$ cat config.mk
export PLATFORM = sky130hd
export DESIGN_NAME = lpwsc_top
export DESIGN_NICKNAME = d
export VERILOG_FILES = /design/src/hdl/lpwsc_pkg.sv /design/src/hdl/lpwsc_top.sv
export SDC_FILE = /design/constraint.sdc
export NUM_CORES = 1
export LEC_CHECK = 0
export ABC_AREA = 1
export BUFFER_PORTS_ARGS = -buffer_cell sky130_fd_sc_hd__buf_4
export CORE_AREA = 4 4 116 118
export DETAILED_ROUTE_END_ITERATION = 8
export DIE_AREA = 0 0 120 122
export PLACE_DENSITY = 0.71
export SYNTH_ARGS = -nofsm -noshare
export SYNTH_HDL_FRONTEND = slang
export SYNTH_SLANG_ARGS = --single-unit
$ cat constraint.sdc
create_clock -name aclk -period 2.8 [get_ports aclk]
set_input_delay 0.28 -clock aclk [delete_from_list [all_inputs] [get_ports aclk]]
set_output_delay 0.28 -clock aclk [all_outputs]
set_load 0.01 [all_outputs]
$ cat src/hdl/lpwsc_pkg.sv
// constants for the low-power wait and stop controller
package lpwsc_pkg;
	// ----------------------------------------------------------------
	// register map (byte addresses)
	// ----------------------------------------------------------------
	localparam logic [3:0] LPWSC_CTRL_ADDR = 4'h0;
	localparam logic [3:0] LPWSC_STAT_ADDR = 4'h4;
	localparam logic [3:0] LPWSC_DLYC_ADDR = 4'h8;
	localparam int LPWSC_ADDR_W = 4;

	// ----------------------------------------------------------------
	// control register fields
	// ----------------------------------------------------------------
	localparam int CTL_DELAY_SEL = 0;
	localparam int CTL_WDOG_DIS = 1;
	localparam int CTL_T2_STOP = 2;
	localparam int CTL_T3_STOP = 3;
	localparam int CTL_ADC_PU = 4;
	localparam int CTL_ADC_RC = 5;
	localparam int CTL_SPI_EN = 6;
	localparam int CTL_TX_EN = 7;
	localparam int CTL_RX_EN = 8;
	localparam int CTL_PWM_LO = 9;
	localparam int CTL_IRQ_EDGE = 13;
	localparam int CTL_W = 14;
	localparam logic [CTL_W-1:0] CTL_RESET = 14'h0001;

	// ----------------------------------------------------------------
	// status register fields
	// ----------------------------------------------------------------
	localparam int ST_FLAG = 0;
	localparam int ST_WAIT = 1;
	localparam int ST_STOP = 2;
	localparam int ST_DELAY = 3;
	localparam int ST_I = 4;
	localparam int ST_X = 5;
	localparam int ST_S = 6;

	// ----------------------------------------------------------------
	// condition code bit positions in the 3-bit view {s,x,i}
	// ----------------------------------------------------------------
	localparam int CC_I = 0;
	localparam int CC_X = 1;
	localparam int CC_S = 2;
	localparam logic [2:0] CC_RESET = 3'h7;

	// ----------------------------------------------------------------
	// timing and bus answers
	// ----------------------------------------------------------------
	localparam int DLY_W = 16;
	localparam logic [1:0] RESP_OKAY = 2'h0;
	localparam logic [1:0] RESP_SLVERR = 2'h2;
	localparam int PWM_CH = 4;

	typedef enum logic [2:0] {
		LP_BOOT, LP_RUN, LP_STACK, LP_WAIT, LP_STOP, LP_DELAY
	} lpwsc_state_type;
endpackage : lpwsc_pkg

$ cat src/hdl/lpwsc_top.sv
// low-power wait/stop control with wake-up paths and axi4-lite registers
`timescale 1ns/100ps
module lpwsc_top import lpwsc_pkg::*; #(
	parameter int PERIPH_N = 8, // internal interrupt sources
	parameter int RESTART_DELAY_CYCLES = 4064 // default stabilisation cycles
) (
	input wire logic aclk, // system clock, 20 MHz
	input wire logic aresetn, // chip reset, sync, active low
	input wire logic [LPWSC_ADDR_W-1:0] s_axi_awaddr, // write address
	input wire logic s_axi_awvalid, // write address valid
	output logic s_axi_awready, // write address ready
	input wire logic [31:0] s_axi_wdata, // write data
	input wire logic [3:0] s_axi_wstrb, // byte strobes
	input wire logic s_axi_wvalid, // write data valid
	output logic s_axi_wready, // write data ready
	output logic [1:0] s_axi_bresp, // write response
	output logic s_axi_bvalid, // write response valid
	input wire logic s_axi_bready, // write response ready
	input wire logic [LPWSC_ADDR_W-1:0] s_axi_araddr, // read address
	input wire logic s_axi_arvalid, // read address valid
	output logic s_axi_arready, // read address ready
	output logic [31:0] s_axi_rdata, // read data
	output logic [1:0] s_axi_rresp, // read response
	output logic s_axi_rvalid, // read data valid
	input wire logic s_axi_rready, // read data ready
	input wire logic irq_n_pin, // wired-or maskable request pin
	input wire logic nonmaskable_request_n, // nonmaskable request pin
	input wire logic power_on_pin, // high when reset came from power-on
	input wire logic [PERIPH_N-1:0] periph_irq, // internal interrupt requests
	input wire logic wait_opcode, // core decoded wait, pulse
	input wire logic stop_opcode, // core decoded stop, pulse
	input wire logic stack_done, // core finished stacking, pulse
	input wire logic [15:0] ccr_stack_addr, // where the ccr byte was stacked
	input wire logic int_taken, // core stacked ccr for an interrupt, pulse
	input wire logic int_taken_nmi, // with int_taken: nonmaskable source
	input wire logic ccr_load, // core writes s/x/i, pulse
	input wire logic [2:0] ccr_load_value, // {s,x,i} from transfer instruction
	input wire logic rti_restore, // return from interrupt, pulse
	input wire logic [2:0] rti_value, // {s,x,i} pulled from stack
	output logic [2:0] condition_code_reg, // {s,x,i} mask bits
	output logic stack_request, // ask core to stack registers
	output logic cpu_halt, // core suspended
	output logic osc_enable, // crystal oscillator runs
	output logic wake_resume, // resume in place, pulse
	output logic nmi_continue_next, // stop left with nmi masked, pulse
	output logic irq_service_request, // maskable pin service request
	output logic nmi_service_request, // nonmaskable service request
	output logic wait_bus_read, // idle read strobe during wait
	output logic [15:0] wait_bus_addr, // idle read address during wait
	output logic timer1_clk_en, // timer 1 clock enable
	output logic timer2_clk_en, // timer 2 clock enable
	output logic timer3_clk_en, // timer 3 clock enable
	output logic converter_power, // converter analog power
	output logic converter_clk_en, // converter rc clock enable
	output logic sync_serial_clk_en, // synchronous serial clock enable
	output logic async_tx_clk_en, // asynchronous transmitter enable
	output logic async_rx_clk_en, // asynchronous receiver enable
	output logic [PWM_CH-1:0] pwm_clk_en // per pulse channel enable
);
	// ----------------------------------------------------------------
	// pin synchronisers
	// ----------------------------------------------------------------
	logic irq_s1_reg, irq_s2_reg, irq_s3_reg;
	logic nmi_s1_reg, nmi_s2_reg;
	logic por_s1_reg, por_s2_reg;

	// two flops per pin; irq gets a third for edge detection
	always_ff @(posedge aclk) begin
		if (!aresetn) begin
			irq_s1_reg <= 1'b1;
			irq_s2_reg <= 1'b1;
			irq_s3_reg <= 1'b1;
			nmi_s1_reg <= 1'b1;
			nmi_s2_reg <= 1'b1;
		end else begin
			irq_s1_reg <= irq_n_pin;
			irq_s2_reg <= irq_s1_reg;
			irq_s3_reg <= irq_s2_reg;
			nmi_s1_reg <= nonmaskable_request_n;
			nmi_s2_reg <= nmi_s1_reg;
		end
	end

	// the power-on strap must still be sampled while reset is held
	always_ff @(posedge aclk) begin
		por_s1_reg <= power_on_pin;
		por_s2_reg <= por_s1_reg;
	end

	// ----------------------------------------------------------------
	// registers and state
	// ----------------------------------------------------------------
	logic [CTL_W-1:0] ctrl_reg;
	logic [DLY_W-1:0] dly_cycles_reg;
	logic [DLY_W-1:0] dly_cnt_reg;
	logic irq_flag_reg;
	logic [2:0] ccr_reg;
	lpwsc_state_type state_reg, state_next;
	logic nmi_masked_wake_reg;
	logic [15:0] stack_addr_reg;

	logic wr_fire, rd_fire, flag_clr, flag_set;
	logic irq_low, irq_fall, nmi_low;
	logic irq_req, nmi_req, periph_req, any_unmasked;
	logic stop_wake, stopped, in_wait;

	assign wr_fire = s_axi_awvalid && s_axi_wvalid && !s_axi_bvalid;
	assign rd_fire = s_axi_arvalid && !s_axi_rvalid;
	assign irq_low = !irq_s2_reg;
	assign irq_fall = irq_s3_reg && !irq_s2_reg;
	assign nmi_low = !nmi_s2_reg;

	// ----------------------------------------------------------------
	// external request flag
	// ----------------------------------------------------------------
	// level mode re-sets while any source still pulls low; set beats clear
	assign flag_set = ctrl_reg[CTL_IRQ_EDGE] ? irq_fall : irq_low;
	assign flag_clr = wr_fire && s_axi_awaddr == LPWSC_STAT_ADDR && s_axi_wstrb[0] && s_axi_wdata[ST_FLAG];

	always_ff @(posedge aclk) begin
		if (!aresetn) begin
			irq_flag_reg <= 1'b0;
		end else if (flag_set) begin
			irq_flag_reg <= 1'b1;
		end else if (flag_clr) begin
			irq_flag_reg <= 1'b0;
		end
	end

	// ----------------------------------------------------------------
	// interrupt qualification
	// ----------------------------------------------------------------
	assign irq_req = irq_flag_reg && !ccr_reg[CC_I];
	assign nmi_req = nmi_low && !ccr_reg[CC_X];
	assign periph_req = (|periph_irq) && !ccr_reg[CC_I];
	assign any_unmasked = irq_req || nmi_req || periph_req;
	// maskable pin and pending edge only with i clear; nmi pin always
	assign stop_wake = nmi_low || irq_req;
	assign irq_service_request = irq_req;
	assign nmi_service_request = nmi_req && !cpu_halt;

	// ----------------------------------------------------------------
	// condition code mask bits
	// ----------------------------------------------------------------
	always_ff @(posedge aclk) begin
		if (!aresetn) begin
			ccr_reg <= CC_RESET;
		end else if (rti_restore) begin
			ccr_reg <= rti_value;
		end else if (int_taken) begin
			ccr_reg[CC_I] <= 1'b1;
			if (int_taken_nmi) begin
				ccr_reg[CC_X] <= 1'b1;
			end
		end else if (ccr_load) begin
			// once cleared, x cannot be set again by software
			ccr_reg <= {ccr_load_value[CC_S], ccr_load_value[CC_X] & ccr_reg[CC_X], ccr_load_value[CC_I]};
		end
	end
	assign condition_code_reg = ccr_reg;

	// ----------------------------------------------------------------
	// low-power state machine
	// ----------------------------------------------------------------
	always_comb begin
		state_next = state_reg;
		unique case (state_reg)
			LP_BOOT: begin
				// a running-clock reset skips the delay
				state_next = por_s2_reg ? LP_DELAY : LP_RUN;
			end
			LP_RUN: begin
				if (wait_opcode) begin
					state_next = LP_STACK;
				end else if (stop_opcode && !ccr_reg[CC_S]) begin
					state_next = LP_STOP;
				end
			end
			LP_STACK: begin
				if (stack_done) begin
					state_next = LP_WAIT;
				end
			end
			LP_WAIT: begin
				if (any_unmasked) begin
					state_next = LP_RUN;
				end
			end
			LP_STOP: begin
				if (stop_wake) begin
					state_next = ctrl_reg[CTL_DELAY_SEL] ? LP_DELAY : LP_RUN;
				end
			end
			LP_DELAY: begin
				if (dly_cnt_reg == '0) begin
					state_next = LP_RUN;
				end
			end
		endcase
	end

	always_ff @(posedge aclk) begin
		if (!aresetn) begin
			state_reg <= LP_BOOT;
		end else begin
			state_reg <= state_next;
		end
	end

	// stabilisation counter, loaded on entry to the delay
	always_ff @(posedge aclk) begin
		if (!aresetn) begin
			dly_cnt_reg <= '0;
		end else if (state_next == LP_DELAY && state_reg != LP_DELAY) begin
			dly_cnt_reg <= dly_cycles_reg - 1'b1;
		end else if (state_reg == LP_DELAY && dly_cnt_reg != '0) begin
			dly_cnt_reg <= dly_cnt_reg - 1'b1;
		end
	end

	// remember whether nmi woke us while masked, to report after the delay
	always_ff @(posedge aclk) begin
		if (!aresetn) begin
			nmi_masked_wake_reg <= 1'b0;
		end else if (state_reg == LP_STOP && stop_wake) begin
			nmi_masked_wake_reg <= nmi_low && ccr_reg[CC_X];
		end else if (state_reg == LP_RUN) begin
			nmi_masked_wake_reg <= 1'b0;
		end
	end

	// wake strobes to the core
	always_ff @(posedge aclk) begin
		if (!aresetn) begin
			wake_resume <= 1'b0;
			nmi_continue_next <= 1'b0;
		end else begin
			wake_resume <= state_next == LP_RUN && (state_reg == LP_WAIT || state_reg == LP_STOP
				|| state_reg == LP_DELAY);
			nmi_continue_next <= state_next == LP_RUN && state_reg != LP_RUN
				&& (state_reg == LP_DELAY ? nmi_masked_wake_reg : state_reg == LP_STOP && nmi_low
				&& ccr_reg[CC_X]);
		end
	end

	// ----------------------------------------------------------------
	// wait-state idle bus reads
	// ----------------------------------------------------------------
	always_ff @(posedge aclk) begin
		if (!aresetn) begin
			stack_addr_reg <= 16'h0000;
		end else if (state_reg == LP_STACK && stack_done) begin
			stack_addr_reg <= ccr_stack_addr;
		end
	end
	assign wait_bus_read = state_reg == LP_WAIT;
	assign wait_bus_addr = stack_addr_reg;

	// ----------------------------------------------------------------
	// clock gating
	// ----------------------------------------------------------------
	assign stopped = state_reg == LP_STOP || state_reg == LP_DELAY || state_reg == LP_BOOT;
	assign in_wait = state_reg == LP_WAIT || state_reg == LP_STACK;
	assign stack_request = state_reg == LP_STACK;
	assign cpu_halt = state_reg != LP_RUN;
	// only stop idles the oscillator; delay already lets it settle
	assign osc_enable = state_reg != LP_STOP;
	assign timer1_clk_en = !stopped && !(in_wait && ccr_reg[CC_I] && ctrl_reg[CTL_WDOG_DIS]);
	assign timer2_clk_en = !stopped && !(in_wait && ctrl_reg[CTL_T2_STOP]);
	assign timer3_clk_en = !stopped && !(in_wait && ctrl_reg[CTL_T3_STOP]);
	assign converter_power = ctrl_reg[CTL_ADC_PU];
	assign converter_clk_en = !stopped && ctrl_reg[CTL_ADC_RC];
	assign sync_serial_clk_en = !stopped && ctrl_reg[CTL_SPI_EN];
	assign async_tx_clk_en = !stopped && ctrl_reg[CTL_TX_EN];
	assign async_rx_clk_en = !stopped && ctrl_reg[CTL_RX_EN];

	// one enable per pulse channel
	genvar ch;
	generate
		for (ch = 0; ch < PWM_CH; ch++) begin : g_pwm
			assign pwm_clk_en[ch] = !stopped && ctrl_reg[CTL_PWM_LO + ch];
		end
	endgenerate

	// ----------------------------------------------------------------
	// axi4-lite slave
	// ----------------------------------------------------------------
	assign s_axi_awready = wr_fire;
	assign s_axi_wready = wr_fire;
	assign s_axi_arready = rd_fire;

	// control register, byte lanes honoured; reset sets delay-select
	always_ff @(posedge aclk) begin
		if (!aresetn) begin
			ctrl_reg <= CTL_RESET;
		end else if (wr_fire && s_axi_awaddr == LPWSC_CTRL_ADDR) begin
			if (s_axi_wstrb[0]) begin
				ctrl_reg[7:0] <= s_axi_wdata[7:0];
			end
			if (s_axi_wstrb[1]) begin
				ctrl_reg[CTL_W-1:8] <= s_axi_wdata[CTL_W-1:8];
			end
		end
	end

	// stabilisation length register
	always_ff @(posedge aclk) begin
		if (!aresetn) begin
			dly_cycles_reg <= DLY_W'(RESTART_DELAY_CYCLES);
		end else if (wr_fire && s_axi_awaddr == LPWSC_DLYC_ADDR) begin
			if (s_axi_wstrb[0]) begin
				dly_cycles_reg[7:0] <= s_axi_wdata[7:0];
			end
			if (s_axi_wstrb[1]) begin
				dly_cycles_reg[15:8] <= s_axi_wdata[15:8];
			end
		end
	end

	// write response one cycle after both channels are taken
	always_ff @(posedge aclk) begin
		if (!aresetn) begin
			s_axi_bvalid <= 1'b0;
			s_axi_bresp <= RESP_OKAY;
		end else if (wr_fire) begin
			s_axi_bvalid <= 1'b1;
			s_axi_bresp <= (s_axi_awaddr == LPWSC_CTRL_ADDR || s_axi_awaddr == LPWSC_STAT_ADDR
				|| s_axi_awaddr == LPWSC_DLYC_ADDR) ? RESP_OKAY : RESP_SLVERR;
		end else if (s_axi_bready) begin
			s_axi_bvalid <= 1'b0;
		end
	end

	// read data; unmapped addresses answer slverr with zero data
	always_ff @(posedge aclk) begin
		if (!aresetn) begin
			s_axi_rvalid <= 1'b0;
			s_axi_rdata <= 32'h00000000;
			s_axi_rresp <= RESP_OKAY;
		end else if (rd_fire) begin
			s_axi_rvalid <= 1'b1;
			s_axi_rresp <= RESP_OKAY;
			s_axi_rdata <= 32'h00000000;
			unique case (s_axi_araddr)
				LPWSC_CTRL_ADDR: s_axi_rdata[CTL_W-1:0] <= ctrl_reg;
				LPWSC_STAT_ADDR: begin
					s_axi_rdata[ST_FLAG] <= irq_flag_reg;
					s_axi_rdata[ST_WAIT] <= state_reg == LP_WAIT;
					s_axi_rdata[ST_STOP] <= state_reg == LP_STOP;
					s_axi_rdata[ST_DELAY] <= state_reg == LP_DELAY;
					s_axi_rdata[ST_I] <= ccr_reg[CC_I];
					s_axi_rdata[ST_X] <= ccr_reg[CC_X];
					s_axi_rdata[ST_S] <= ccr_reg[CC_S];
				end
				LPWSC_DLYC_ADDR: s_axi_rdata[DLY_W-1:0] <= dly_cycles_reg;
				default: s_axi_rresp <= RESP_SLVERR;
			endcase
		end else if (s_axi_rready) begin
			s_axi_rvalid <= 1'b0;
		end
	end
endmodule : lpwsc_top

==> metrics.txt, run 1 <==
setup TNS 0 ps; Synth async-reset ratio 0; IO buf count 134; largest net degree at the start of global routing 65; Clock Skews around 7 ps; TritonCTS Buffers 9; most used flip-flop cell after synthesis dfxtp_1; first-pass GRT wire length 21960 um; worst relative slew slack 0.4477; Final Power 0.005833 W; Ant. Diodes 0; DRC viols 0; Worst setup EP type flop; CP max FO 14; postcts setup bufs 0; Die Ht 122 um; total track usage 0.1851; Antenna Violating Nets Remaining 0; IO Count roughly 170; Crit path top cell by count nand2_1; number of global-route vias before repair between 4000 and 5000; FMAX about 400 MHz; synthesized area per cell roughly 7.0 um2; status finished clean; die width 120 um; WL/cell 13.41 um; post-DP HPWL 10110 um; post-synthesis sequential area ratio 0.4062; Max Root-Sink Buffers 2; flop2flop setup slack 320 ps; Pre-Repair DR Iteration Count 5; Final Hold Fails 0; worst slew pin tran slightly above 800 ps; Final period util 0.8851; slowest CP cell dfxtp_1; Synth Instances approximately 700; die area 0.01464 mm2; Warnings, synthesis 0; Post-Syn Area between 0.004 and 0.005 mm2; post-layout min period 2478 ps; TritonCTS clock tree yes; HP Class in -> reg; pwr dens 919.6 mW/mm2; non-filler instance count after layout 1005; critical path required time around 3100 ps; crit path kind reg -> reg; Worst-Skew Late Latency about 350 ps; Slew Limit Fails 0; max-cap viol count 0; crit start category flop; Worst-path clk slew 70 ps; Lkg Pwr roughly 3 nW; via count 4788; average via count per standard cell 4.764; Root Buffer clkbuf_16; Final Wtd Congestion 0.8838; most common library cells after synthesis nand2_1 (115), nor2_1 (109), dfxtp_1 (99), inv_1 (85), o21ai_0 (79); Clock Sinks 99; Area contributors post-synth dfxtp_1 (41%), nand2_1 (8.8%), nor2_1 (8.4%), o21ai_0 (8.1%), inv_1 (6.5%); Worst EP arrival between 2000 and 3000 ps; row count 41; Post-synth EDFFs 0; initial antenna violation count 0; share of layout cells above drive strength 1 0.2497; worst vdd ir 585.0 uV; top-count cell post-synth nand2_1; grt total ovfl 0; Final #Nets 920; unrepaired setup endpoints after global routing no; H-Tree Depth 3; hold_buf cts 0; final wirelength 13480 um; starting density of the core 0.3914; final setup violation count 0; CP max stage delay around 440 ps; Placeable Area 0.01247 mm2; Synth-to-Final Area Change 29.97%; CP Cell Sequence inv_1 -> nand2_1 -> nand2_1 -> nand2_2 -> nand3_2 -> nor2_4 -> nor2_8 -> buf_4 -> nand4_1 -> nand2_1 -> nor2_2 -> inv_1 -> nor2_2 -> nand2_1 -> nand2_1 -> nand2_1 -> o21ai_1 -> inv_1; 1st-iter DRT viols approximately 310; placed cell count a little under 1000; Synth cell types 39; area fraction of the dominant cell type after synthesis 0.4062; largest area contributor in the netlist dfxtp_1; #FFs+latches synth 99
==> critical path: cells and delay by family (launching register included) <==
family / cells / cell delay [ps]
flip-flops: 1 / 440
AND/OR/NAND/NOR: 13 / 1420
AO/OA/AOI/OAI: 1 / 120
buffers and inverters: 4 / 400
==> power by group <==
| group | internal, W | switching [W] | leakage (nW) |
|---|---|---|---|
| clock | 0.000709 | 0.000592 | 0.153 |
| sequential | 0.00155 | 0.0000972 | 0.808 |
| combinational | 0.00106 | 0.00182 | 2.04 |
| total | 0.00332 | 0.00251 | 3.00 |
==> layout make-up <==
cell class,count,area [um2]
tap,172,215.2
sequential,99,1984
multi-input combinational,478,2364
inverter,91,341.6
timing repair buffer,149,1131
clock buffer,9,225.2
fill,1248,6123
clock inverter,7,81.33
==> repair_timing <==
action,CTS,global route
hold endpoints to repair,0,0
resized for setup,0,3
endpoints found under the setup margin,0,1
==> layer usage <==
metal,up-vias,global-route usage,part of all wire
li1,2486,-,-
met1,2141,0.2468,0.46
met2,153,0.3059,0.46
met3,8,0.04085,0.070
met4,0,0.04581,0.0097
met5,-,0,0
==> cells in the final DEF (no fill, tap or decap), types with 2 or more instances in the layout <==
cell type	Yosys	routed
a21oi_1	50	50
a21oi_2	2	2
a31oi_1	2	2
buf_4	20	148
clkbuf_16	0	9
clkinv_1	2	2
conb_1	1	18
dfxtp_1	99	97
dfxtp_2	0	2
inv_1	85	85
inv_2	4	4
inv_6	0	3
nand2_1	115	115
nand2_2	9	9
nand3_1	12	12
nand3_2	4	4
nand3_4	3	3
nand4_1	21	21
nor2_1	109	108
nor2_2	5	6
nor2_4	5	5
nor3_1	4	4
nor4_1	2	2
o211ai_1	6	6
o21ai_0	79	79
o21ai_1	3	3
o221ai_1	12	12
or2_2	5	5
xnor2_1	2	2
xor2_1	2	2
==> final timing paths <==
check | cells after the start | start | end
max | 18 | condition_code_reg[0] | dly_cnt_reg[13]
min | 1 | power_on_pin | por_s1_reg
max reg2reg | 18 | condition_code_reg[0] | dly_cnt_reg[13]
min reg2reg | 0 | por_s1_reg | por_s2_reg
==> stage by stage <==
stage                     hold slack (ps)  area [um2]    util  worst slack (ps)
final                               30.23        6342  0.5088             321.8
after global routing                26.68        6342  0.5088             31.98
after CTS                           23.79        6337  0.5084             287.6
after detailed placement            312.1        6031  0.4838             306.5
after global placement              311.7        6031  0.4838             310.8
after floorplan                     307.7        4943       -             471.2
==> logic make-up (layout without fill, tap and decap cells) <==
logic type,count (synthesis),count (layout),synth area share
flip-flops,99,99,0.4062
buffers and inverters,137,256,0.1231
other,1,18,0.0007685
XOR/XNOR,4,4,0.007181
AND/OR/NAND/NOR,297,297,0.2810
AO/OA/AOI/OAI,158,158,0.1792
adder cells (fa/ha/maj),1,1,0.002564
Power figures use the tool's default switching activity.
==> run 2: changes to the inputs <==
- REMOVE_ABC_BUFFERS: default -> 1
==> run 2 against run 1 <==
  * Sequential share of layout area barely moved
  * Non-clock buffer count is the same
  * Global-route usage barely moved
  * Fmax fell by 2.5%
  * Clock skew is essentially flat
  * Count of clock-buffer cells in the layout is 2 higher
  * Flip-flop and latch count stayed put
  * Register-to-register slack got worse by 60 ps
  * Combinational power barely moved
  * Setup slack lost 65 ps
  * Critical path type unchanged
  * Critical endpoint is now dly_cnt_reg[6]
==> metrics.txt, run 2 (same netlist as run 1, synthesis figures left out) <==
Clock Skews between 6 and 7 ps; largest net degree at the start of global routing 49; unrepaired setup endpoints after global routing no; hold_buf cts 0; grt total ovfl 0; worst slew pin tran about 640 ps; cell depth of the worst setup path 18; starting density of the core 0.3914; crit path to dly_cnt_reg[6]; average via count per standard cell 4.800; pre-CTS WS 151.2 ps; Synth-to-Final Area Change 29.92%; die area 0.01464 mm2; TritonCTS clock tree yes; CP Cell Sequence inv_2 -> nand2_2 -> inv_2 -> nand2_4 -> inv_2 -> nand2_1 -> nand3_4 -> buf_6 -> nand4_1 -> nand2_2 -> ha_1 -> nand2_1 -> nor2_1 -> nand2_1 -> nand2_1 -> o21ai_0 -> o21ai_1 -> inv_1; Final #Nets around 900; final setup violation count 0; Max Root-Sink Buffers 2; Root Buffer clkbuf_16; Pre-Repair DR Iteration Count 4; Placeable Area 0.01247 mm2; Worst-path clk slew 70 ps; Slew Limit Fails 0; CP startpoint state_reg[1]; status finished clean; Lkg Pwr 2.998 nW; first-pass GRT wire length 22070 um; final wirelength 13300 um; die width 120 um; worst relative slew slack 0.5753; HP Class in -> reg; Ant. Diodes 0; Clock Sinks 99; IO Count around 170; most common cell after layout, fill and taps aside buf_4; via count a little under 5000; Antenna Violating Nets Remaining 0; setup ws final 257.1 ps; fillers around 1300; CP max stage delay 340 ps; number of global-route vias before repair 4674; initial antenna violation count 0; post-layout min period 2543 ps; WL/cell around 13 um; CP max FO 17; TritonCTS Buffers 9; Final period util 0.9082; flop2flop setup slack 260 ps; Worst-Skew Late Latency 350 ps; most frequent cells in the layout buf_4 (148), nand2_1 (115), nor2_1 (108); row count a little over 40; 1st-iter DRT viols around 270; buffers and inverters on the worst path 5; non-filler instance count after layout 1005; max-cap viol count 0; Worst EP arrival between 2000 and 3000 ps; FMAX slightly below 400 MHz; dpl cell area 0.006013 mm2; Final Hold Fails 0; setup TNS 0 ps; critical path required time 3050 ps; DRC viols 0; crit path kind reg -> reg; design area 0.006340 mm2; pwr dens 914.6 mW/mm2; post-DP HPWL between 9000 and 10000 um; share of layout cells above drive strength 1 0.2485; Worst setup EP type flop; Die Ht 122 um; placed cell count 988; Critical R2R Launch state_reg[1]; Final Wtd Congestion 0.8564; IO buf count around 130; worst vdd ir 419.0 uV; largest delay contributor family on the critical path simple AND/OR/NAND/NOR gates; total track usage 0.1856; slowest CP cell dfxtp_1; crit start category flop; reg2reg end dly_cnt_reg[6]; Crit path top cell by count nand2_1; H-Tree Depth 3; Register-to-Register Path Depth 18
## run 2: cell types whose count changed in the layout (fill, tap and decap cells not counted), sizes merged
cell	before	now
clkinv	4	6
clkbuf	9	11
inv	93	89
## run 2: power breakdown
part | leakage, nW | internal [W] | switching, W
clock | 0.156 | 0.000745 | 0.000550
combinational | 2.03 | 0.00105 | 0.00180
sequential | 0.808 | 0.00155 | 0.000104
## run 2: worst reg2reg max path: cells and delay by family (launching register included)
family,cells,cell delay [ps]
flip-flops,1,340
AO/OA/AOI/OAI,2,210
AND/OR/NAND/NOR,10,1160
adder cells (fa/ha/maj),1,190
buffers and inverters,5,550
## run 2: cell type report
class                   count  area, um2  area share
flip-flops and latches     99       1983      0.3128
repair buffers            149       1122      0.1770
inverters                  91      341.6     0.05388
well taps                 172      215.2     0.03395
clock inverters             5      61.31    0.009670
clock buffers              11      252.7     0.03987
multi-input cells         478       2364      0.3728
## run 2: metrics by stage
step	util	power [W]	hold WS, ps
floorplan	-	0.003644	307.7
global placement	0.4824	0.004445	315.0
detailed placement	0.4824	0.004482	317.9
CTS	0.5076	0.005793	22.12
global route	0.5086	0.006271	21.14
finish	0.5086	0.005798	34.47
## run 2: per-layer routing
metal,GRT usage,part of all wire,up-vias
met5,0,0,-
met4,0.05512,0.011,0
met3,0.04735,0.059,11
met2,0.3189,0.49,121
met1,0.2296,0.44,2207
li1,-,-,2485
## run 2: worst min path at each step
stage	from	end	slack, ps	depth (start not counted)
3_5_place_dp	por_s1_reg	por_s2_reg	320	0
5_1_grt	power_on_pin	por_s1_reg	20	1
3_3_place_gp	por_s1_reg	por_s2_reg	310	0
2_1_floorplan	power_on_pin	por_s1_reg	310	0
6_report	power_on_pin	por_s1_reg	30	1
4_1_cts	power_on_pin	por_s1_reg	20	1
## run 2: repair_timing
action                                  4_1_cts  5_1_grt
buffers inserted                              0        1
resized for setup                             0        2
endpoints found under the setup margin        0        7
